File: src/rtl/supply_monitor_pkg.sv
`default_nettype none
package supply_monitor_pkg;
    localparam logic [7:0] ADDR_PROTECT = 8'h00;
    localparam logic [7:0] ADDR_CLOCK = 8'h04;
    localparam logic [7:0] ADDR_CONTROL = 8'h08;
    localparam logic [7:0] ADDR_STATUS = 8'h0c;
    localparam logic [7:0] ADDR_IRQ_EN = 8'h10;
    localparam logic [15:0] UNLOCK_KEY = 16'h0096;
    localparam logic [3:0] RESET_KEY = 4'ha;
    localparam int unsigned DEBUG_RUN_BIT = 8;
    localparam int unsigned CLK_DIV_LSB = 4;
    localparam int unsigned CLK_SRC_LSB = 0;
    localparam int unsigned LOW_SEL_LSB = 13;
    localparam int unsigned THRESH_LSB = 8;
    localparam int unsigned RST_KEY_LSB = 4;
    localparam int unsigned MODE_LSB = 1;
    localparam int unsigned ENABLE_BIT = 0;
    localparam int unsigned RESULT_BIT = 8;
    localparam int unsigned FLAG_BIT = 0;
    localparam int unsigned IRQ_EN_BIT = 0;
    localparam logic DEBUG_RUN_INIT = 1'b1;
    localparam logic [4:0] THRESH_INIT = 5'h1e;
    localparam logic [2:0] CLK_DIV_INIT = 3'h0;
    localparam logic [1:0] CLK_SRC_INIT = 2'h0;
    localparam logic [1:0] MODE_CONTINUOUS = 2'h0;
    localparam logic [1:0] MODE_PER_128 = 2'h1;
    localparam logic [1:0] MODE_PER_256 = 2'h2;
    localparam logic [8:0] LIMIT_128 = 9'h07f;
    localparam logic [8:0] LIMIT_256 = 9'h0ff;
    localparam logic [8:0] LIMIT_512 = 9'h1ff;
    localparam logic [8:0] WARM_TICKS = 9'h002;
    localparam logic [3:0] ONE_LOW = 4'h1;
    localparam logic [1:0] RESP_OKAY = 2'h0;
    localparam logic [1:0] RESP_SLVERR = 2'h2;
endpackage : supply_monitor_pkg
`default_nettype wire

File: src/rtl/supply_monitor.sv
// Behaviour
// - With sleep clock stop set, monitor halts in sleep, keeping state.
// - With debug run 0, monitor halts in debug, keeping state.
// - With debug run 1, monitor keeps running in debug.
// - Detection result reads 1 below threshold, 0 at or above.
// - Mode 0 runs continuously, updating the result every detector tick.
// - Continuous low result sets the flag, and also resets with key 0xa.
// - Modes 1 to 3 power the comparator periodically and sample once.
// - Intermittent events need the selected count of successive lows.
// - Key exactly 0xa selects reset; anything else selects the interrupt.
// - Writing 1 clears the flag; writing 0 does nothing.
// - Interrupt request is high only while flag and enable are both set.
// - The flag stays set after the supply recovers until cleared.
// - Reset is issued at the moment the flag would be set.
// - After reset, run continuous; release reset when result returns 0.
// - Reset state restores clock fields, clears mode, count, irq enable.
// - Mode 0 is continuous; 1, 2, 3 divide the detector clock by 128/256/512.
// - Low count 0 to 3 needs 1, 2, 4 or 8 lows; ignored when continuous.
`timescale 1ns/10ps
`default_nettype none
module supply_monitor #(
    parameter int TIMER_WIDTH = 9
) (
    input wire logic clock,
    input wire logic reset_n,
    input wire logic clockEnable,
    input wire logic detectorTick,
    input wire logic comparatorLow,
    input wire logic sleepMode,
    input wire logic sleepClockStop,
    input wire logic debugMode,
    input wire logic [31:0] awaddr,
    input wire logic awvalid,
    output logic awready,
    input wire logic [31:0] wdata,
    input wire logic [3:0] wstrb,
    input wire logic wvalid,
    output logic wready,
    output logic [1:0] bresp,
    output logic bvalid,
    input wire logic bready,
    input wire logic [31:0] araddr,
    input wire logic arvalid,
    output logic arready,
    output logic [31:0] rdata,
    output logic [1:0] rresp,
    output logic rvalid,
    input wire logic rready,
    output logic comparatorPower,
    output logic [4:0] thresholdLevel,
    output logic [1:0] clockSourceSelect,
    output logic [2:0] clockDividerSelect,
    output logic irqRequest,
    output logic resetRequest
);
    typedef struct packed {
        logic awHave;
        logic wHave;
        logic [7:0] wAddr;
        logic [15:0] wData;
        logic [1:0] wStrb;
        logic awReady;
        logic wReady;
        logic bValid;
        logic [1:0] bResp;
        logic arReady;
        logic rValid;
        logic [1:0] rResp;
        logic [15:0] rData;
        logic [15:0] protKey;
        logic debugRun;
        logic [2:0] clock_divider_select;
        logic [1:0] clock_source_select;
        logic [1:0] lowSel;
        logic [4:0] thresh;
        logic [3:0] rstKey;
        logic [1:0] mode;
        logic enable;
        logic result;
        logic flag;
        logic irqEn;
        logic [3:0] lowCnt;
        logic rstAct;
        logic power;
        logic irq;
        logic rstReq;
    } state_type;

    state_type st_q;
    state_type st_d;
    logic run;
    logic doWrite;
    logic unlocked;
    logic flagClr;
    logic cfgChange;
    logic lowEvent;
    logic contMode;
    logic timerClear;
    logic [3:0] need;
    logic [15:0] wv;
    logic [TIMER_WIDTH-1:0] limit;
    logic [TIMER_WIDTH-1:0] tCount;
    logic wrap;

    function automatic logic [15:0] readVal(input state_type s,
                                            input logic [7:0] a);
        logic [15:0] v;
        v = '0;
        case (a)
            supply_monitor_pkg::ADDR_PROTECT: v = s.protKey;
            supply_monitor_pkg::ADDR_CLOCK: begin
                v[supply_monitor_pkg::DEBUG_RUN_BIT] = s.debugRun;
                v[supply_monitor_pkg::CLK_DIV_LSB +: 3] = s.clock_divider_select;
                v[supply_monitor_pkg::CLK_SRC_LSB +: 2] = s.clock_source_select;
            end
            supply_monitor_pkg::ADDR_CONTROL: begin
                v[supply_monitor_pkg::LOW_SEL_LSB +: 2] = s.lowSel;
                v[supply_monitor_pkg::THRESH_LSB +: 5] = s.thresh;
                v[supply_monitor_pkg::RST_KEY_LSB +: 4] = s.rstKey;
                v[supply_monitor_pkg::MODE_LSB +: 2] = s.mode;
                v[supply_monitor_pkg::ENABLE_BIT] = s.enable;
            end
            supply_monitor_pkg::ADDR_STATUS: begin
                v[supply_monitor_pkg::RESULT_BIT] = s.result;
                v[supply_monitor_pkg::FLAG_BIT] = s.flag;
            end
            supply_monitor_pkg::ADDR_IRQ_EN: begin
                v[supply_monitor_pkg::IRQ_EN_BIT] = s.irqEn;
            end
            default: v = '0;
        endcase
        return v;
    endfunction : readVal

    function automatic logic mapped(input logic [7:0] a);
        return a == supply_monitor_pkg::ADDR_PROTECT
            || a == supply_monitor_pkg::ADDR_CLOCK
            || a == supply_monitor_pkg::ADDR_CONTROL
            || a == supply_monitor_pkg::ADDR_STATUS
            || a == supply_monitor_pkg::ADDR_IRQ_EN;
    endfunction : mapped

    period_timer #(
        .WIDTH(TIMER_WIDTH)
    ) intervalTimer (
        .clock(clock),
        .reset_n(reset_n),
        .clockEnable(clockEnable),
        .tick(run),
        .clear(timerClear),
        .limit(limit),
        .count(tCount),
        .wrap(wrap)
    );

    always_comb begin
        st_d = st_q;
        // The detector clock is gated, so a halted monitor keeps all state.
        run = detectorTick && !(sleepMode && sleepClockStop)
            && !(debugMode && !st_q.debugRun);
        unlocked = st_q.protKey == supply_monitor_pkg::UNLOCK_KEY;
        if (bready && st_q.bValid) begin
            st_d.bValid = 1'b0;
        end
        if (awvalid && st_q.awReady) begin
            st_d.awHave = 1'b1;
            st_d.wAddr = awaddr[7:0];
        end
        if (wvalid && st_q.wReady) begin
            st_d.wHave = 1'b1;
            st_d.wData = wdata[15:0];
            st_d.wStrb = wstrb[1:0];
        end
        doWrite = st_q.awHave && st_q.wHave && !st_q.bValid;
        wv = readVal(st_q, st_q.wAddr);
        if (st_q.wStrb[0]) begin
            wv[7:0] = st_q.wData[7:0];
        end
        if (st_q.wStrb[1]) begin
            wv[15:8] = st_q.wData[15:8];
        end
        flagClr = 1'b0;
        if (doWrite) begin
            st_d.awHave = 1'b0;
            st_d.wHave = 1'b0;
            st_d.bValid = 1'b1;
            st_d.bResp = mapped(st_q.wAddr) ? supply_monitor_pkg::RESP_OKAY
                                            : supply_monitor_pkg::RESP_SLVERR;
            case (st_q.wAddr)
                supply_monitor_pkg::ADDR_PROTECT: st_d.protKey = wv;
                supply_monitor_pkg::ADDR_CLOCK: begin
                    if (unlocked) begin
                        st_d.debugRun = wv[supply_monitor_pkg::DEBUG_RUN_BIT];
                        st_d.clock_divider_select = wv[supply_monitor_pkg::CLK_DIV_LSB +: 3];
                        st_d.clock_source_select = wv[supply_monitor_pkg::CLK_SRC_LSB +: 2];
                    end
                end
                supply_monitor_pkg::ADDR_CONTROL: begin
                    if (unlocked) begin
                        st_d.thresh = wv[supply_monitor_pkg::THRESH_LSB +: 5];
                        st_d.rstKey = wv[supply_monitor_pkg::RST_KEY_LSB +: 4];
                        st_d.mode = wv[supply_monitor_pkg::MODE_LSB +: 2];
                        st_d.enable = wv[supply_monitor_pkg::ENABLE_BIT];
                        // The count only matters once intermittent, so it
                        // only latches while the monitor is intermittent.
                        if (st_q.mode != supply_monitor_pkg::MODE_CONTINUOUS)
                        begin
                            st_d.lowSel =
                                wv[supply_monitor_pkg::LOW_SEL_LSB +: 2];
                        end
                    end
                end
                supply_monitor_pkg::ADDR_STATUS: begin
                    flagClr = st_q.wStrb[0]
                        && st_q.wData[supply_monitor_pkg::FLAG_BIT];
                end
                supply_monitor_pkg::ADDR_IRQ_EN: begin
                    if (unlocked) begin
                        st_d.irqEn = wv[supply_monitor_pkg::IRQ_EN_BIT];
                    end
                end
                default: st_d.bResp = supply_monitor_pkg::RESP_SLVERR;
            endcase
        end
        cfgChange = st_q.enable && ({st_d.lowSel, st_d.rstKey, st_d.mode}
            != {st_q.lowSel, st_q.rstKey, st_q.mode});
        if (rready && st_q.rValid) begin
            st_d.rValid = 1'b0;
        end
        if (arvalid && st_q.arReady) begin
            st_d.rValid = 1'b1;
            st_d.rData = readVal(st_q, araddr[7:0]);
            st_d.rResp = mapped(araddr[7:0]) ? supply_monitor_pkg::RESP_OKAY
                                             : supply_monitor_pkg::RESP_SLVERR;
        end
        contMode = st_q.mode == supply_monitor_pkg::MODE_CONTINUOUS
            || st_q.rstAct;
        case (st_q.mode)
            supply_monitor_pkg::MODE_PER_128:
                limit = supply_monitor_pkg::LIMIT_128;
            supply_monitor_pkg::MODE_PER_256:
                limit = supply_monitor_pkg::LIMIT_256;
            default: limit = supply_monitor_pkg::LIMIT_512;
        endcase
        need = supply_monitor_pkg::ONE_LOW << st_q.lowSel;
        timerClear = !st_q.enable || contMode || cfgChange;
        lowEvent = 1'b0;
        if (!st_q.enable) begin
            st_d.power = 1'b0;
            st_d.lowCnt = '0;
        end else if (contMode) begin
            st_d.power = 1'b1;
            st_d.lowCnt = '0;
            if (run) begin
                st_d.result = comparatorLow;
                lowEvent = comparatorLow;
            end
        end else begin
            // Power only for the last few ticks of each interval to save
            // current while still letting the comparator settle.
            st_d.power = tCount >= limit - supply_monitor_pkg::WARM_TICKS;
            if (wrap) begin
                st_d.result = comparatorLow;
                if (!comparatorLow) begin
                    st_d.lowCnt = '0;
                end else if (st_q.lowCnt == need - 4'h1) begin
                    lowEvent = 1'b1;
                    st_d.lowCnt = '0;
                end else begin
                    st_d.lowCnt = st_q.lowCnt + 4'h1;
                end
            end
        end
        if (cfgChange) begin
            st_d.lowCnt = '0;
        end
        if (flagClr) begin
            st_d.flag = 1'b0;
        end
        if (lowEvent) begin
            st_d.flag = 1'b1;
        end
        if (lowEvent && st_q.rstKey == supply_monitor_pkg::RESET_KEY) begin
            st_d.rstAct = 1'b1;
        end else if (st_q.rstAct && !st_q.result) begin
            st_d.rstAct = 1'b0;
        end
        if (st_d.rstAct) begin
            st_d.debugRun = supply_monitor_pkg::DEBUG_RUN_INIT;
            st_d.clock_divider_select = supply_monitor_pkg::CLK_DIV_INIT;
            st_d.clock_source_select = supply_monitor_pkg::CLK_SRC_INIT;
            st_d.lowSel = '0;
            st_d.mode = supply_monitor_pkg::MODE_CONTINUOUS;
            st_d.irqEn = 1'b0;
        end
        st_d.irq = st_d.flag && st_d.irqEn;
        st_d.rstReq = st_d.rstAct;
        st_d.awReady = !st_d.awHave && !st_d.bValid;
        st_d.wReady = !st_d.wHave && !st_d.bValid;
        st_d.arReady = !st_d.rValid;
    end

    always_ff @(posedge clock or negedge reset_n) begin
        if (!reset_n) begin
            st_q <= '0;
            st_q.debugRun <= supply_monitor_pkg::DEBUG_RUN_INIT;
            st_q.thresh <= supply_monitor_pkg::THRESH_INIT;
        end else if (clockEnable) begin
            st_q <= st_d;
        end
    end

    assign awready = st_q.awReady;
    assign wready = st_q.wReady;
    assign bvalid = st_q.bValid;
    assign bresp = st_q.bResp;
    assign arready = st_q.arReady;
    assign rvalid = st_q.rValid;
    assign rresp = st_q.rResp;
    assign rdata = {16'h0000, st_q.rData};
    assign comparatorPower = st_q.power;
    assign thresholdLevel = st_q.thresh;
    assign clockSourceSelect = st_q.clock_source_select;
    assign clockDividerSelect = st_q.clock_divider_select;
    assign irqRequest = st_q.irq;
    assign resetRequest = st_q.rstReq;
endmodule : supply_monitor
`default_nettype wire

File: src/rtl/period_timer.sv
`timescale 1ns/10ps
`default_nettype none
module period_timer #(
    parameter int WIDTH = 9
) (
    input wire logic clock,
    input wire logic reset_n,
    input wire logic clockEnable,
    input wire logic tick,
    input wire logic clear,
    input wire logic [WIDTH-1:0] limit,
    output logic [WIDTH-1:0] count,
    output logic wrap
);
    typedef struct packed {
        logic [WIDTH-1:0] count;
    } timer_state_type;

    timer_state_type st_q;
    timer_state_type st_d;

    always_comb begin
        st_d = st_q;
        if (clear) begin
            st_d.count = '0;
        end else if (tick) begin
            st_d.count = (st_q.count == limit) ? '0 : st_q.count + 1'b1;
        end
    end

    always_ff @(posedge clock or negedge reset_n) begin
        if (!reset_n) begin
            st_q <= '0;
        end else if (clockEnable) begin
            st_q <= st_d;
        end
    end

    assign count = st_q.count;
    assign wrap = tick && !clear && (st_q.count == limit);
endmodule : period_timer
`default_nettype wire

File: config.mk
export PLATFORM = sky130hd
export DESIGN_NAME = supply_monitor
export DESIGN_NICKNAME = d
export VERILOG_FILES = /design/src/rtl/supply_monitor_pkg.sv /design/src/rtl/supply_monitor.sv /design/src/rtl/period_timer.sv
export SDC_FILE = /design/constraint.sdc
export NUM_CORES = 1
export LEC_CHECK = 0
export BUFFER_PORTS_ARGS = -buffer_cell sky130_fd_sc_hd__buf_2
export CAP_MARGIN = 20
export CORE_ASPECT_RATIO = 1.2
export CORE_MARGIN = 5
export CORE_UTILIZATION = 53
export DETAILED_ROUTE_END_ITERATION = 8
export PLACE_DENSITY = 0.8
export SETUP_SLACK_MARGIN = 0.4
export SYNTH_ARGS = -nofsm -noshare
export SYNTH_HDL_FRONTEND = slang
export SYNTH_SLANG_ARGS = --single-unit
File: constraint.sdc
create_clock -name clock -period 4.12 [get_ports clock]
set_clock_uncertainty 0.05 [all_clocks]
set_input_delay 0.618 -clock clock [delete_from_list [all_inputs] [get_ports clock]]
set_output_delay 0.618 -clock clock [all_outputs]
set_load 0.02 [all_outputs]
==> impl_metrics.prom, run 1 <==
# TYPE chip_impl_metric gauge
chip_impl_info{name="run_status",value="complete, no violations"} 1
chip_impl_info{name="cp-endpoint",value="st_q[10]$_DFFE_PN0P_"} 1
chip_impl_metric{name="final_number_of_hold_violating_endpoints",unit=""} 0
chip_impl_metric{name="finalCoreUtilization",unit="%"} 59.8
chip_impl_metric{name="post-route-drc-count",unit=""} 0
chip_impl_metric{name="ctsHtreeMaxLevel",unit=""} 3
chip_impl_metric{name="row_count",unit=""} 43
chip_impl_metric{name="switching_share",unit="%"} 35.3
chip_impl_metric{name="place.port_buffers",unit=""} 82
chip_impl_metric{name="initial_cell_density_of_the_core",unit="%"} 53.7
chip_impl_metric{name="cts.reportedPaths.clkPinSlew",unit="ns"} 0.07
chip_impl_metric{name="placement.cell_area",unit="um2"} 6470
chip_impl_info{name="critPathMostFrequentCell",value="sky130_fd_sc_hd__or4_1"} 1
chip_impl_metric{name="n_antenna_cell",unit=""} 0
chip_impl_metric{name="placeableCoreArea",unit="um2"} 11500
chip_impl_metric{name="setup_total_negative_slack",unit="ns"} 0
chip_impl_metric{name="detailedRoute.firstIterationViolations",unit=""} 480
chip_impl_metric{name="drive_gt1_share",unit="%"} 23.2
chip_impl_metric{name="grt_antenna_before_repair",unit=""} 0
chip_impl_metric{name="place.detailed.hpwl",unit="um"} 11600
chip_impl_metric{name="cellInternalPower",unit="mW"} 2.35
chip_impl_metric{name="globalRouteTotalUtil",unit="%"} 23.3
chip_impl_metric{name="layout-area-overhead-vs-synth",unit="%"} 11.3
chip_impl_metric{name="grt_first_pass_wirelength",unit="um"} 25700
chip_impl_metric{name="worstMarginPinSlew",unit="ns"} 0.974
chip_impl_metric{name="clock_insertion_delay_worst_skew",unit="ns"} 0.35
chip_impl_metric{name="stdcell_count",unit=""} 877
chip_impl_metric{name="wire_per_inst",unit="um"} 18.0
chip_impl_info{name="rr_endpoint",value="st_q[10]$_DFFE_PN0P_"} 1
chip_impl_metric{name="design.final.nets",unit=""} 835
chip_impl_info{name="cts_tree",value="yes"} 1
chip_impl_metric{name="post-place-ws",unit="ns"} 0.429
chip_impl_metric{name="pwr-share-clk",unit="%"} 27.4
chip_impl_metric{name="number_of_global_route_vias_before_repair",unit=""} 5143
chip_impl_info{name="cp-start-kind",value="flop"} 1
chip_impl_metric{name="gpl.final_weighted_congestion",unit=""} 0.935
chip_impl_info{name="critical_path.startpoint",value="st_q[12]$_DFFE_PN0P_"} 1
chip_impl_metric{name="total_gr_overflow",unit=""} 0
chip_impl_metric{name="yosysWarningCount",unit=""} 0
chip_impl_metric{name="number_of_enable_type_register_cells_in_the_synthesized_netlist",unit=""} 0
chip_impl_metric{name="syn-mean-instance-area",unit="um2"} 9.23
chip_impl_metric{name="worst-endpoint-required",unit="ns"} 4.35
chip_impl_metric{name="synth_async_sr_flop_share",unit="%"} 100
chip_impl_metric{name="rrSetupSlack",unit="ns"} 0.64
chip_impl_metric{name="slew_viol_final",unit=""} 0
chip_impl_metric{name="finalCriticalPeriod",unit="ns"} 3.48
chip_impl_metric{name="synth.yosys.seq_area_share",unit="%"} 43.0
chip_impl_metric{name="routed_via_density",unit=""} 5.99
chip_impl_metric{name="synth_cell_types",unit=""} 63
chip_impl_info{name="worst_hold_path_type",value="in2async"} 1
chip_impl_info{name="clockRootBuffer",value="sky130_fd_sc_hd__clkbuf_16"} 1
chip_impl_info{name="synth_top_flop_cell",value="sky130_fd_sc_hd__dfrtp_1"} 1
chip_impl_metric{name="cp.arrival",unit="ns"} 3.71
chip_impl_metric{name="io_pins",unit=""} 167
chip_impl_info{name="critical_path.slowest_cell",value="sky130_fd_sc_hd__or4_1"} 1
chip_impl_metric{name="tritoncts.num_buffers",unit=""} 9
chip_impl_metric{name="grt_max_degree",unit=""} 92
chip_impl_metric{name="slew_headroom",unit="%"} 34.9
chip_impl_metric{name="final_design_area_no_fill",unit="um2"} 6880
chip_impl_metric{name="worst_path_largest_cell_delay",unit="ns"} 0.53
chip_impl_metric{name="maxCapViolations",unit=""} 0
chip_impl_metric{name="max-clock-path-buffers",unit=""} 2
chip_impl_metric{name="finalCritPeriodShare",unit="%"} 84.4
chip_impl_metric{name="power.ir.vdd_worst",unit="uV"} 345
chip_impl_info{name="criticalPathCategory",value="reg2reg"} 1
chip_impl_metric{name="maxClockFrequency",unit="MHz"} 288
chip_impl_metric{name="die-area",unit="um2"} 13900
chip_impl_info{name="grt_setup_unrepaired",value="false"} 1
chip_impl_metric{name="total_leakage_power",unit="nW"} 3.05
chip_impl_info{name="path_cells",value="inv_1, ha_1, nor2_2, and2_1, o2111ai_1, or4_1, or3_1, nor2_1, a21oi_2, or4_1, nand3_1"} 1
chip_impl_metric{name="reg2reg_depth",unit=""} 11
chip_impl_metric{name="net_switching_power",unit="mW"} 1.28
chip_impl_metric{name="count_of_vias_placed_by_the_detailed_router",unit=""} 5249
chip_impl_metric{name="numPlacedInstances",unit=""} 857
chip_impl_metric{name="total_power",unit="mW"} 3.64
chip_impl_metric{name="drt_pass1_iterations",unit=""} 8
chip_impl_metric{name="synth.ff_latch_count",unit=""} 106
chip_impl_metric{name="syn_inst",unit=""} 670
chip_impl_info{name="critical_path.reg2reg.startpoint",value="st_q[12]$_DFFE_PN0P_"} 1
chip_impl_metric{name="worstPathMaxFanout",unit=""} 18
chip_impl_metric{name="netlist_area",unit="um2"} 6180
chip_impl_metric{name="die_x",unit="um"} 109
chip_impl_metric{name="seq_power_share",unit="%"} 44.1
chip_impl_info{name="setup.worst_path.end_class",value="flop"} 1
chip_impl_metric{name="timing.hold.ws",unit="ns"} 0.217
chip_impl_metric{name="antenna_left",unit=""} 0
chip_impl_metric{name="fin_ws",unit="ns"} 0.642
chip_impl_metric{name="setup_viol_count_final",unit=""} 0
chip_impl_metric{name="routed_wire_length",unit="um"} 15800
chip_impl_metric{name="power_density",unit="nW/um2"} 529
chip_impl_metric{name="clock_sinks",unit=""} 106
chip_impl_metric{name="comb_power_share",unit="%"} 28.5
chip_impl_metric{name="chipHeight",unit="um"} 128
==> how the worst min path moves through the flow <==
stage,endpoint,from,slack (ns),cells past startpoint
after floorplan,arready$_DFFE_PN0P_,reset_n,0.27,0
after global placement,rdata[4]$_DFFE_PN0P_,rdata[4]$_DFFE_PN0P_,0.40,2
after detailed placement,rdata[0]$_DFFE_PN0P_,rdata[0]$_DFFE_PN0P_,0.41,2
after CTS,rdata[0]$_DFFE_PN0P_,rdata[0]$_DFFE_PN0P_,0.43,2
after global routing,intervalTimer.count[2]$_DFFE_PN0P_,reset_n,0.26,1
final,intervalTimer.count[2]$_DFFE_PN0P_,reset_n,0.22,1
==> state kept, by name (all words and copies together), names as in the netlist, 2 cells and up <==
name and flops:
st_q 61, thresholdLevel 5, clockSourceSelect 2, clockDividerSelect 3
rdata 16, intervalTimer.count 9
==> area by class of cell <==
cell class / count / area, um2
Clock inverter: 5 / 108
Timing Repair Buffer: 98 / 553
Tap cell: 157 / 196
Clock buffer: 11 / 243
Fill cell: 996 / 4630
Sequential cell: 106 / 2660
Inverter: 20 / 75.1
Multi-Input combinational cell: 480 / 3050
==> cell usage in the layout, fill, tap and decap left out, drive strengths merged, types with 18 or more instances in the layout <==
cell type  instances
nand3             19
dfrtp            101
mux2              34
o21ai             49
nand2             71
conb              18
nor3              23
a21oi             44
nor2              38
buf               97
inv               21
==> repair_timing <==
action	4_1_cts	5_1_grt
hold buffers	0	0
buffers inserted	0	2
resized for setup	0	5
endpoints found under the setup margin	0	19
==> cell usage after synthesis, types with 4 or more instances <==
cell	instances	area share, %
sky130_fd_sc_hd__nor3_1	22	1.8
sky130_fd_sc_hd__dfstp_2	5	2.1
sky130_fd_sc_hd__mux2_2	34	6.2
sky130_fd_sc_hd__o2bb2ai_1	12	1.7
sky130_fd_sc_hd__ha_1	7	1.4
sky130_fd_sc_hd__clkbuf_1	27	1.6
sky130_fd_sc_hd__nor2b_1	7	0.71
sky130_fd_sc_hd__o22ai_1	4	0.40
sky130_fd_sc_hd__or3_1	7	0.71
sky130_fd_sc_hd__nor3b_1	7	0.85
sky130_fd_sc_hd__buf_2	4	0.32
sky130_fd_sc_hd__and3_1	7	0.71
sky130_fd_sc_hd__nand4_1	12	1.2
sky130_fd_sc_hd__a22oi_1	12	1.5
sky130_fd_sc_hd__and2_1	4	0.40
sky130_fd_sc_hd__nor4_1	6	0.61
sky130_fd_sc_hd__a31oi_1	6	0.61
sky130_fd_sc_hd__nor4bb_1	4	0.65
sky130_fd_sc_hd__mux2i_1	15	2.4
sky130_fd_sc_hd__a21o_1	6	0.73
sky130_fd_sc_hd__nand3_1	19	1.5
sky130_fd_sc_hd__dfrtp_1	101	41
sky130_fd_sc_hd__o211ai_1	5	0.61
sky130_fd_sc_hd__o31ai_1	8	0.97
sky130_fd_sc_hd__and4_1	4	0.57
sky130_fd_sc_hd__or4_1	6	0.73
sky130_fd_sc_hd__buf_4	46	5.6
sky130_fd_sc_hd__a21oi_1	43	3.5
sky130_fd_sc_hd__buf_1	4	0.24
sky130_fd_sc_hd__nand2b_1	7	0.71
sky130_fd_sc_hd__nor2_1	38	2.3
sky130_fd_sc_hd__inv_1	19	1.2
sky130_fd_sc_hd__o21ai_0	48	3.9
sky130_fd_sc_hd__nand2_1	71	4.3
==> power by group through the flow <==
| stage | registers, mW | logic (mW) | clock network [mW] |
|---|---|---|---|
| final | 1.60 | 1.04 | 0.997 |
| after global routing | 1.63 | 1.15 | 1.05 |
| after CTS | 1.59 | 1.03 | 1.01 |
| after detailed placement | 1.60 | 1.02 | 0 |
| after global placement | 1.59 | 0.987 | 0 |
| after floorplan | 1.46 | 0.830 | 0 |
==> logic make-up after synthesis <==
family,share of synthesized area [%]
simple gates,19.5
compound gates,17.4
xor+xnor,0.283
fa+ha+maj,1.42
mux,9.35
buf+inv,9.01
other cells,0.0607
flops,43.0
==> worst max-delay path: cells and delay by family, from the launching register on <==
family                   cells  cell delay, ns
AO/OA/AOI/OAI                2            0.26
buffers and inverters        1            0.12
flip-flops                   1            0.46
AND/OR/NAND/NOR              7            2.21
adder cells (fa/ha/maj)      1            0.32
==> layer usage <==
layer	vias up	wire (um)	part of all wire (%)	track usage (%)
met5	-	0	0	0
met2	200	7520	48	36.8
li1	2462	-	-	-
met3	27	1100	7.0	4.99
met1	2560	6850	43	32.0
met4	0	352	2.2	7.58
Power figures use the tool's default switching activity.
==> run 2, diff against run 1 <==
--- a/config.mk
+++ b/config.mk
@@ -5,13 +5,14 @@
 export SDC_FILE = /design/constraint.sdc
 export NUM_CORES = 1
 export LEC_CHECK = 0
+export ABC_AREA = 1
 export BUFFER_PORTS_ARGS = -buffer_cell sky130_fd_sc_hd__buf_2
 export CAP_MARGIN = 20
 export CORE_ASPECT_RATIO = 1.2
 export CORE_MARGIN = 5
-export CORE_UTILIZATION = 53
+export CORE_UTILIZATION = 48
 export DETAILED_ROUTE_END_ITERATION = 8
-export PLACE_DENSITY = 0.8
+export PLACE_DENSITY = 0.77
 export SETUP_SLACK_MARGIN = 0.4
 export SYNTH_ARGS = -nofsm -noshare
 export SYNTH_HDL_FRONTEND = slang
==> constraint.sdc (replaced) <==
create_clock -name clock -period 3.1 [get_ports clock]
set_clock_uncertainty 0.05 [all_clocks]
set_input_delay 0.465 -clock clock [delete_from_list [all_inputs] [get_ports clock]]
set_output_delay 0.465 -clock clock [all_outputs]
set_load 0.02 [all_outputs]
==> run 2 against run 1 <==
Effect of this change:
- wire length fell by 3.4%
- clock power is 27% higher
- sequential share of layout area fell by 0.72 points
- setup slack got worse by 0.22 ns
- total power is 32% higher
- synthesized cell count increased by 17%
- utilization shrank 2.4 points
- clock-buffer cell count is 2 lower
- final area up 1.9%
- critical endpoint is now irqRequest$_DFFE_PN0P_
- largest power group unchanged
- highest routed layer unchanged
==> impl_metrics.prom, run 2 <==
# TYPE chip_impl_metric gauge
chip_impl_metric{name="io_pins",unit=""} 167
chip_impl_metric{name="area.sequential",unit="um2"} 2660
chip_impl_metric{name="routed_via_density",unit=""} 5.31
chip_impl_metric{name="grt_antenna_before_repair",unit=""} 0
chip_impl_info{name="run_status",value="complete, no violations"} 1
chip_impl_metric{name="setup_viol_count_final",unit=""} 0
chip_impl_info{name="synth_top_family_by_area",value="simple AND/OR/NAND/NOR gates"} 1
chip_impl_metric{name="final_design_area_no_fill",unit="um2"} 7010
chip_impl_metric{name="power.ir.vdd_worst",unit="uV"} 488
chip_impl_metric{name="net_switching_power",unit="mW"} 1.82
chip_impl_metric{name="synth.ff_latch_count",unit=""} 106
chip_impl_metric{name="synth_async_sr_flop_share",unit="%"} 100
chip_impl_metric{name="cts.reportedPaths.clkPinSlew",unit="ns"} 0.08
chip_impl_metric{name="fillCellCount",unit=""} 1170
chip_impl_metric{name="placement.cell_area",unit="um2"} 6410
chip_impl_info{name="critical_path.startpoint",value="st_q[90]$_DFFE_PN0P_"} 1
chip_impl_metric{name="antenna_left",unit=""} 0
chip_impl_metric{name="chipHeight",unit="um"} 133
chip_impl_metric{name="grt_first_pass_wirelength",unit="um"} 24600
chip_impl_metric{name="drive_gt1_share",unit="%"} 21.1
chip_impl_metric{name="yosysWarningCount",unit=""} 0
chip_impl_metric{name="synth_cell_types",unit=""} 46
chip_impl_metric{name="pwr-share-clk",unit="%"} 26.5
chip_impl_info{name="grt_setup_unrepaired",value="true"} 1
chip_impl_metric{name="maxClockFrequency",unit="MHz"} 374
chip_impl_metric{name="timing.hold.ws",unit="ns"} 0.258
chip_impl_metric{name="slew_headroom",unit="%"} 41.9
chip_impl_metric{name="multi_input_comb_area",unit="um2"} 2850
chip_impl_metric{name="switching_share",unit="%"} 38.0
chip_impl_metric{name="setup_total_negative_slack",unit="ns"} 0
chip_impl_metric{name="total_gr_overflow",unit=""} 0
chip_impl_metric{name="worstPathMaxFanout",unit=""} 9
chip_impl_info{name="layout_commonest_cell",value="sky130_fd_sc_hd__nand2_1"} 1
chip_impl_metric{name="synth_compound_area_share",unit="%"} 12.2
chip_impl_metric{name="design.final.nets",unit=""} 983
chip_impl_metric{name="gpl.final_weighted_congestion",unit=""} 0.953
chip_impl_metric{name="placeableCoreArea",unit="um2"} 12200
chip_impl_metric{name="die-area",unit="um2"} 14900
chip_impl_info{name="synth_top_cells_by_count",value="229 x sky130_fd_sc_hd__nand2_1, 101 x sky130_fd_sc_hd__dfrtp_1, 76 x sky130_fd_sc_hd__o21ai_0"} 1
chip_impl_metric{name="adder_cell_fraction_of_synth_area",unit="%"} 1.45
chip_impl_metric{name="clock_insertion_delay_worst_skew",unit="ns"} 0.35
chip_impl_metric{name="row_count",unit=""} 44
chip_impl_info{name="synth.most_common_cell",value="sky130_fd_sc_hd__nand2_1"} 1
chip_impl_metric{name="drt_pass1_iterations",unit=""} 5
chip_impl_metric{name="seq_power_share",unit="%"} 41.2
chip_impl_metric{name="tritoncts.num_buffers",unit=""} 9
chip_impl_info{name="synth_top_flop_cell",value="sky130_fd_sc_hd__dfrtp_1"} 1
chip_impl_info{name="timing.hold.worst.start",value="wdata[11]"} 1
chip_impl_metric{name="count_of_vias_placed_by_the_detailed_router",unit=""} 5465
chip_impl_metric{name="worst-endpoint-required",unit="ns"} 3.29
chip_impl_metric{name="initial_cell_density_of_the_core",unit="%"} 49.3
chip_impl_metric{name="total_leakage_power",unit="nW"} 3.50
chip_impl_metric{name="n_antenna_cell",unit=""} 0
chip_impl_metric{name="power_density",unit="nW/um2"} 685
chip_impl_metric{name="cp.arrival",unit="ns"} 2.87
chip_impl_metric{name="netlist_area",unit="um2"} 6020
chip_impl_metric{name="synth.mux.area_fraction",unit="%"} 0.332
chip_impl_metric{name="synth.yosys.seq_area_share",unit="%"} 44.1
chip_impl_metric{name="ctsHtreeMaxLevel",unit=""} 3
chip_impl_metric{name="worstMarginPinSlew",unit="ns"} 0.868
chip_impl_metric{name="grt_max_degree",unit=""} 83
chip_impl_info{name="cp-start-kind",value="flop"} 1
chip_impl_metric{name="slew_viol_final",unit=""} 0
chip_impl_metric{name="cellInternalPower",unit="mW"} 2.98
chip_impl_metric{name="post_synth_xor_area_fraction",unit="%"} 1.02
chip_impl_metric{name="wire_per_inst",unit="um"} 14.9
chip_impl_info{name="largest_register",value="st_q"} 1
chip_impl_metric{name="max-clock-path-buffers",unit=""} 2
chip_impl_metric{name="number_of_enable_type_register_cells_in_the_synthesized_netlist",unit=""} 0
chip_impl_metric{name="post_synth_and_or_nand_nor_area_fraction",unit="%"} 29.0
chip_impl_metric{name="place.port_buffers",unit=""} 82
chip_impl_metric{name="maxCapViolations",unit=""} 0
chip_impl_metric{name="post-route-drc-count",unit=""} 0
chip_impl_metric{name="routed_wire_length",unit="um"} 15300
chip_impl_metric{name="globalRouteTotalUtil",unit="%"} 20.1
chip_impl_info{name="post_synth_main_area_contributors",value="sky130_fd_sc_hd__dfrtp_1 42%, sky130_fd_sc_hd__nand2_1 14%, sky130_fd_sc_hd__o21ai_0 6.3%"} 1
chip_impl_metric{name="number_of_global_route_vias_before_repair",unit=""} 5135
chip_impl_info{name="mostFrequentLayoutCells",value="219 x sky130_fd_sc_hd__nand2_1, 100 x sky130_fd_sc_hd__dfrtp_1, 81 x sky130_fd_sc_hd__buf_2"} 1
chip_impl_metric{name="finalCriticalPeriod",unit="ns"} 2.67
chip_impl_info{name="setup.worst_path.end_class",value="flop"} 1
chip_impl_metric{name="place.detailed.hpwl",unit="um"} 11100
chip_impl_metric{name="finalCritPeriodShare",unit="%"} 86.3
chip_impl_metric{name="yosys.area.top_type_share",unit="%"} 42.0
chip_impl_info{name="yosys.area.top_type",value="sky130_fd_sc_hd__dfrtp_1"} 1
chip_impl_metric{name="layout-area-overhead-vs-synth",unit="%"} 16.4
chip_impl_metric{name="syn-mean-instance-area",unit="um2"} 7.66
chip_impl_info{name="criticalPathCategory",value="reg2reg"} 1
chip_impl_info{name="cts_tree",value="yes"} 1
chip_impl_metric{name="total_power",unit="mW"} 4.80
chip_impl_metric{name="detailedRoute.firstIterationViolations",unit=""} 403
chip_impl_metric{name="clock_sinks",unit=""} 106
chip_impl_metric{name="die_x",unit="um"} 112
chip_impl_metric{name="syn_inst",unit=""} 786
chip_impl_metric{name="final_number_of_hold_violating_endpoints",unit=""} 0
chip_impl_metric{name="largest_reg_flops",unit=""} 61
chip_impl_info{name="worst_hold_path_type",value="in2reg"} 1
chip_impl_metric{name="comb_power_share",unit="%"} 32.3
chip_impl_info{name="clockRootBuffer",value="sky130_fd_sc_hd__clkbuf_16"} 1
chip_impl_info{name="critical_path.reg2reg.startpoint",value="st_q[90]$_DFFE_PN0P_"} 1
[run 2: layout make-up]
class                           instances  area share, %
Multi-Input combinational cell        555           40.6
Sequential cell                       106           37.9
Timing Repair Buffer                  110           9.49
Inverter                               81           4.34
Clock buffer                            9           3.21
Tap cell                              161           2.87
Clock inverter                          7           1.55
[run 2: stage by stage]
step                      instances  util (%)  setup WS, ns
final                          1029      57.4         0.425
after global routing           1029      57.4         0.279
after CTS                      1016      55.4         0.384
after detailed placement        999      52.5         0.323
after global placement          999      52.5         0.379
after floorplan                 803         -         0.740
[run 2: worst max-delay path: stages (launching register included)]
cell,delay (ns)
sky130_fd_sc_hd__dfrtp_1,0.42
sky130_fd_sc_hd__nor2_4,0.14
sky130_fd_sc_hd__nand2_2,0.09
sky130_fd_sc_hd__nor2_4,0.19
sky130_fd_sc_hd__buf_6,0.17
sky130_fd_sc_hd__nand2_4,0.06
sky130_fd_sc_hd__nand3_2,0.05
sky130_fd_sc_hd__nand2_1,0.05
sky130_fd_sc_hd__nand3_1,0.08
sky130_fd_sc_hd__nand2_1,0.06
sky130_fd_sc_hd__nor2_2,0.17
sky130_fd_sc_hd__nand2_2,0.09
sky130_fd_sc_hd__a21oi_4,0.16
sky130_fd_sc_hd__nand4_1,0.11
sky130_fd_sc_hd__nand2_2,0.14
sky130_fd_sc_hd__nand3_4,0.09
sky130_fd_sc_hd__nand2_4,0.15
sky130_fd_sc_hd__nand2_8,0.10
sky130_fd_sc_hd__nand2_1,0.12
sky130_fd_sc_hd__nor2_1,0.05
[run 2: power by group through the flow]
stage / Sequential, mW / Clock (mW) / Combinational (mW)
5_1_grt: 2.02 / 1.35 / 1.74
2_1_floorplan: 1.93 / 0 / 1.00
4_1_cts: 1.95 / 1.29 / 1.38
6_report: 1.98 / 1.27 / 1.55
3_5_place_dp: 1.98 / 0 / 1.36
3_3_place_gp: 1.97 / 0 / 1.35
[run 2: cells by family after synthesis]
family,count (synthesis)
multiplexers,2
flip-flops,106
XOR/XNOR,7
AND/OR/NAND/NOR,396
adder cells (fa/ha/maj),7
buffers and inverters,142
AO/OA/AOI/OAI,125
other,1
[run 2: worst paths after layout]
| check | endpoint | slack (ns) | cells past startpoint |
|---|---|---|---|
| max | irqRequest$_DFFE_PN0P_ | 0.43 | 19 |
| min | st_q[85]$_DFFE_PN0P_ | 0.26 | 3 |
| max reg2reg | irqRequest$_DFFE_PN0P_ | 0.43 | 19 |
| min reg2reg | st_q[88]$_DFFE_PN0P_ | 0.43 | 2 |
| max in group asynchronous | thresholdLevel[4]$_DFFE_PN1P_ | 1.73 | 3 |
| min in group asynchronous | st_q[96]$_DFFE_PN0P_ | 0.52 | 2 |
[run 2: metal layers]
layer | share of wire (%) | global-route usage, %
met4 | 3.1 | 7.68
met2 | 48 | 33.0
met3 | 7.6 | 3.65
met1 | 42 | 26.5
met5 | 0 | 0
[run 2: repair_timing]
item                                   4_1_cts  5_1_grt
setup endpoints to repair                   14       21
gates resized for setup                      4       41
pin swaps                                    0       20
endpoints found under the hold margin       24        0
buffers inserted                             0       12
gates cloned                                 0        1
hold buffers                                 1        0
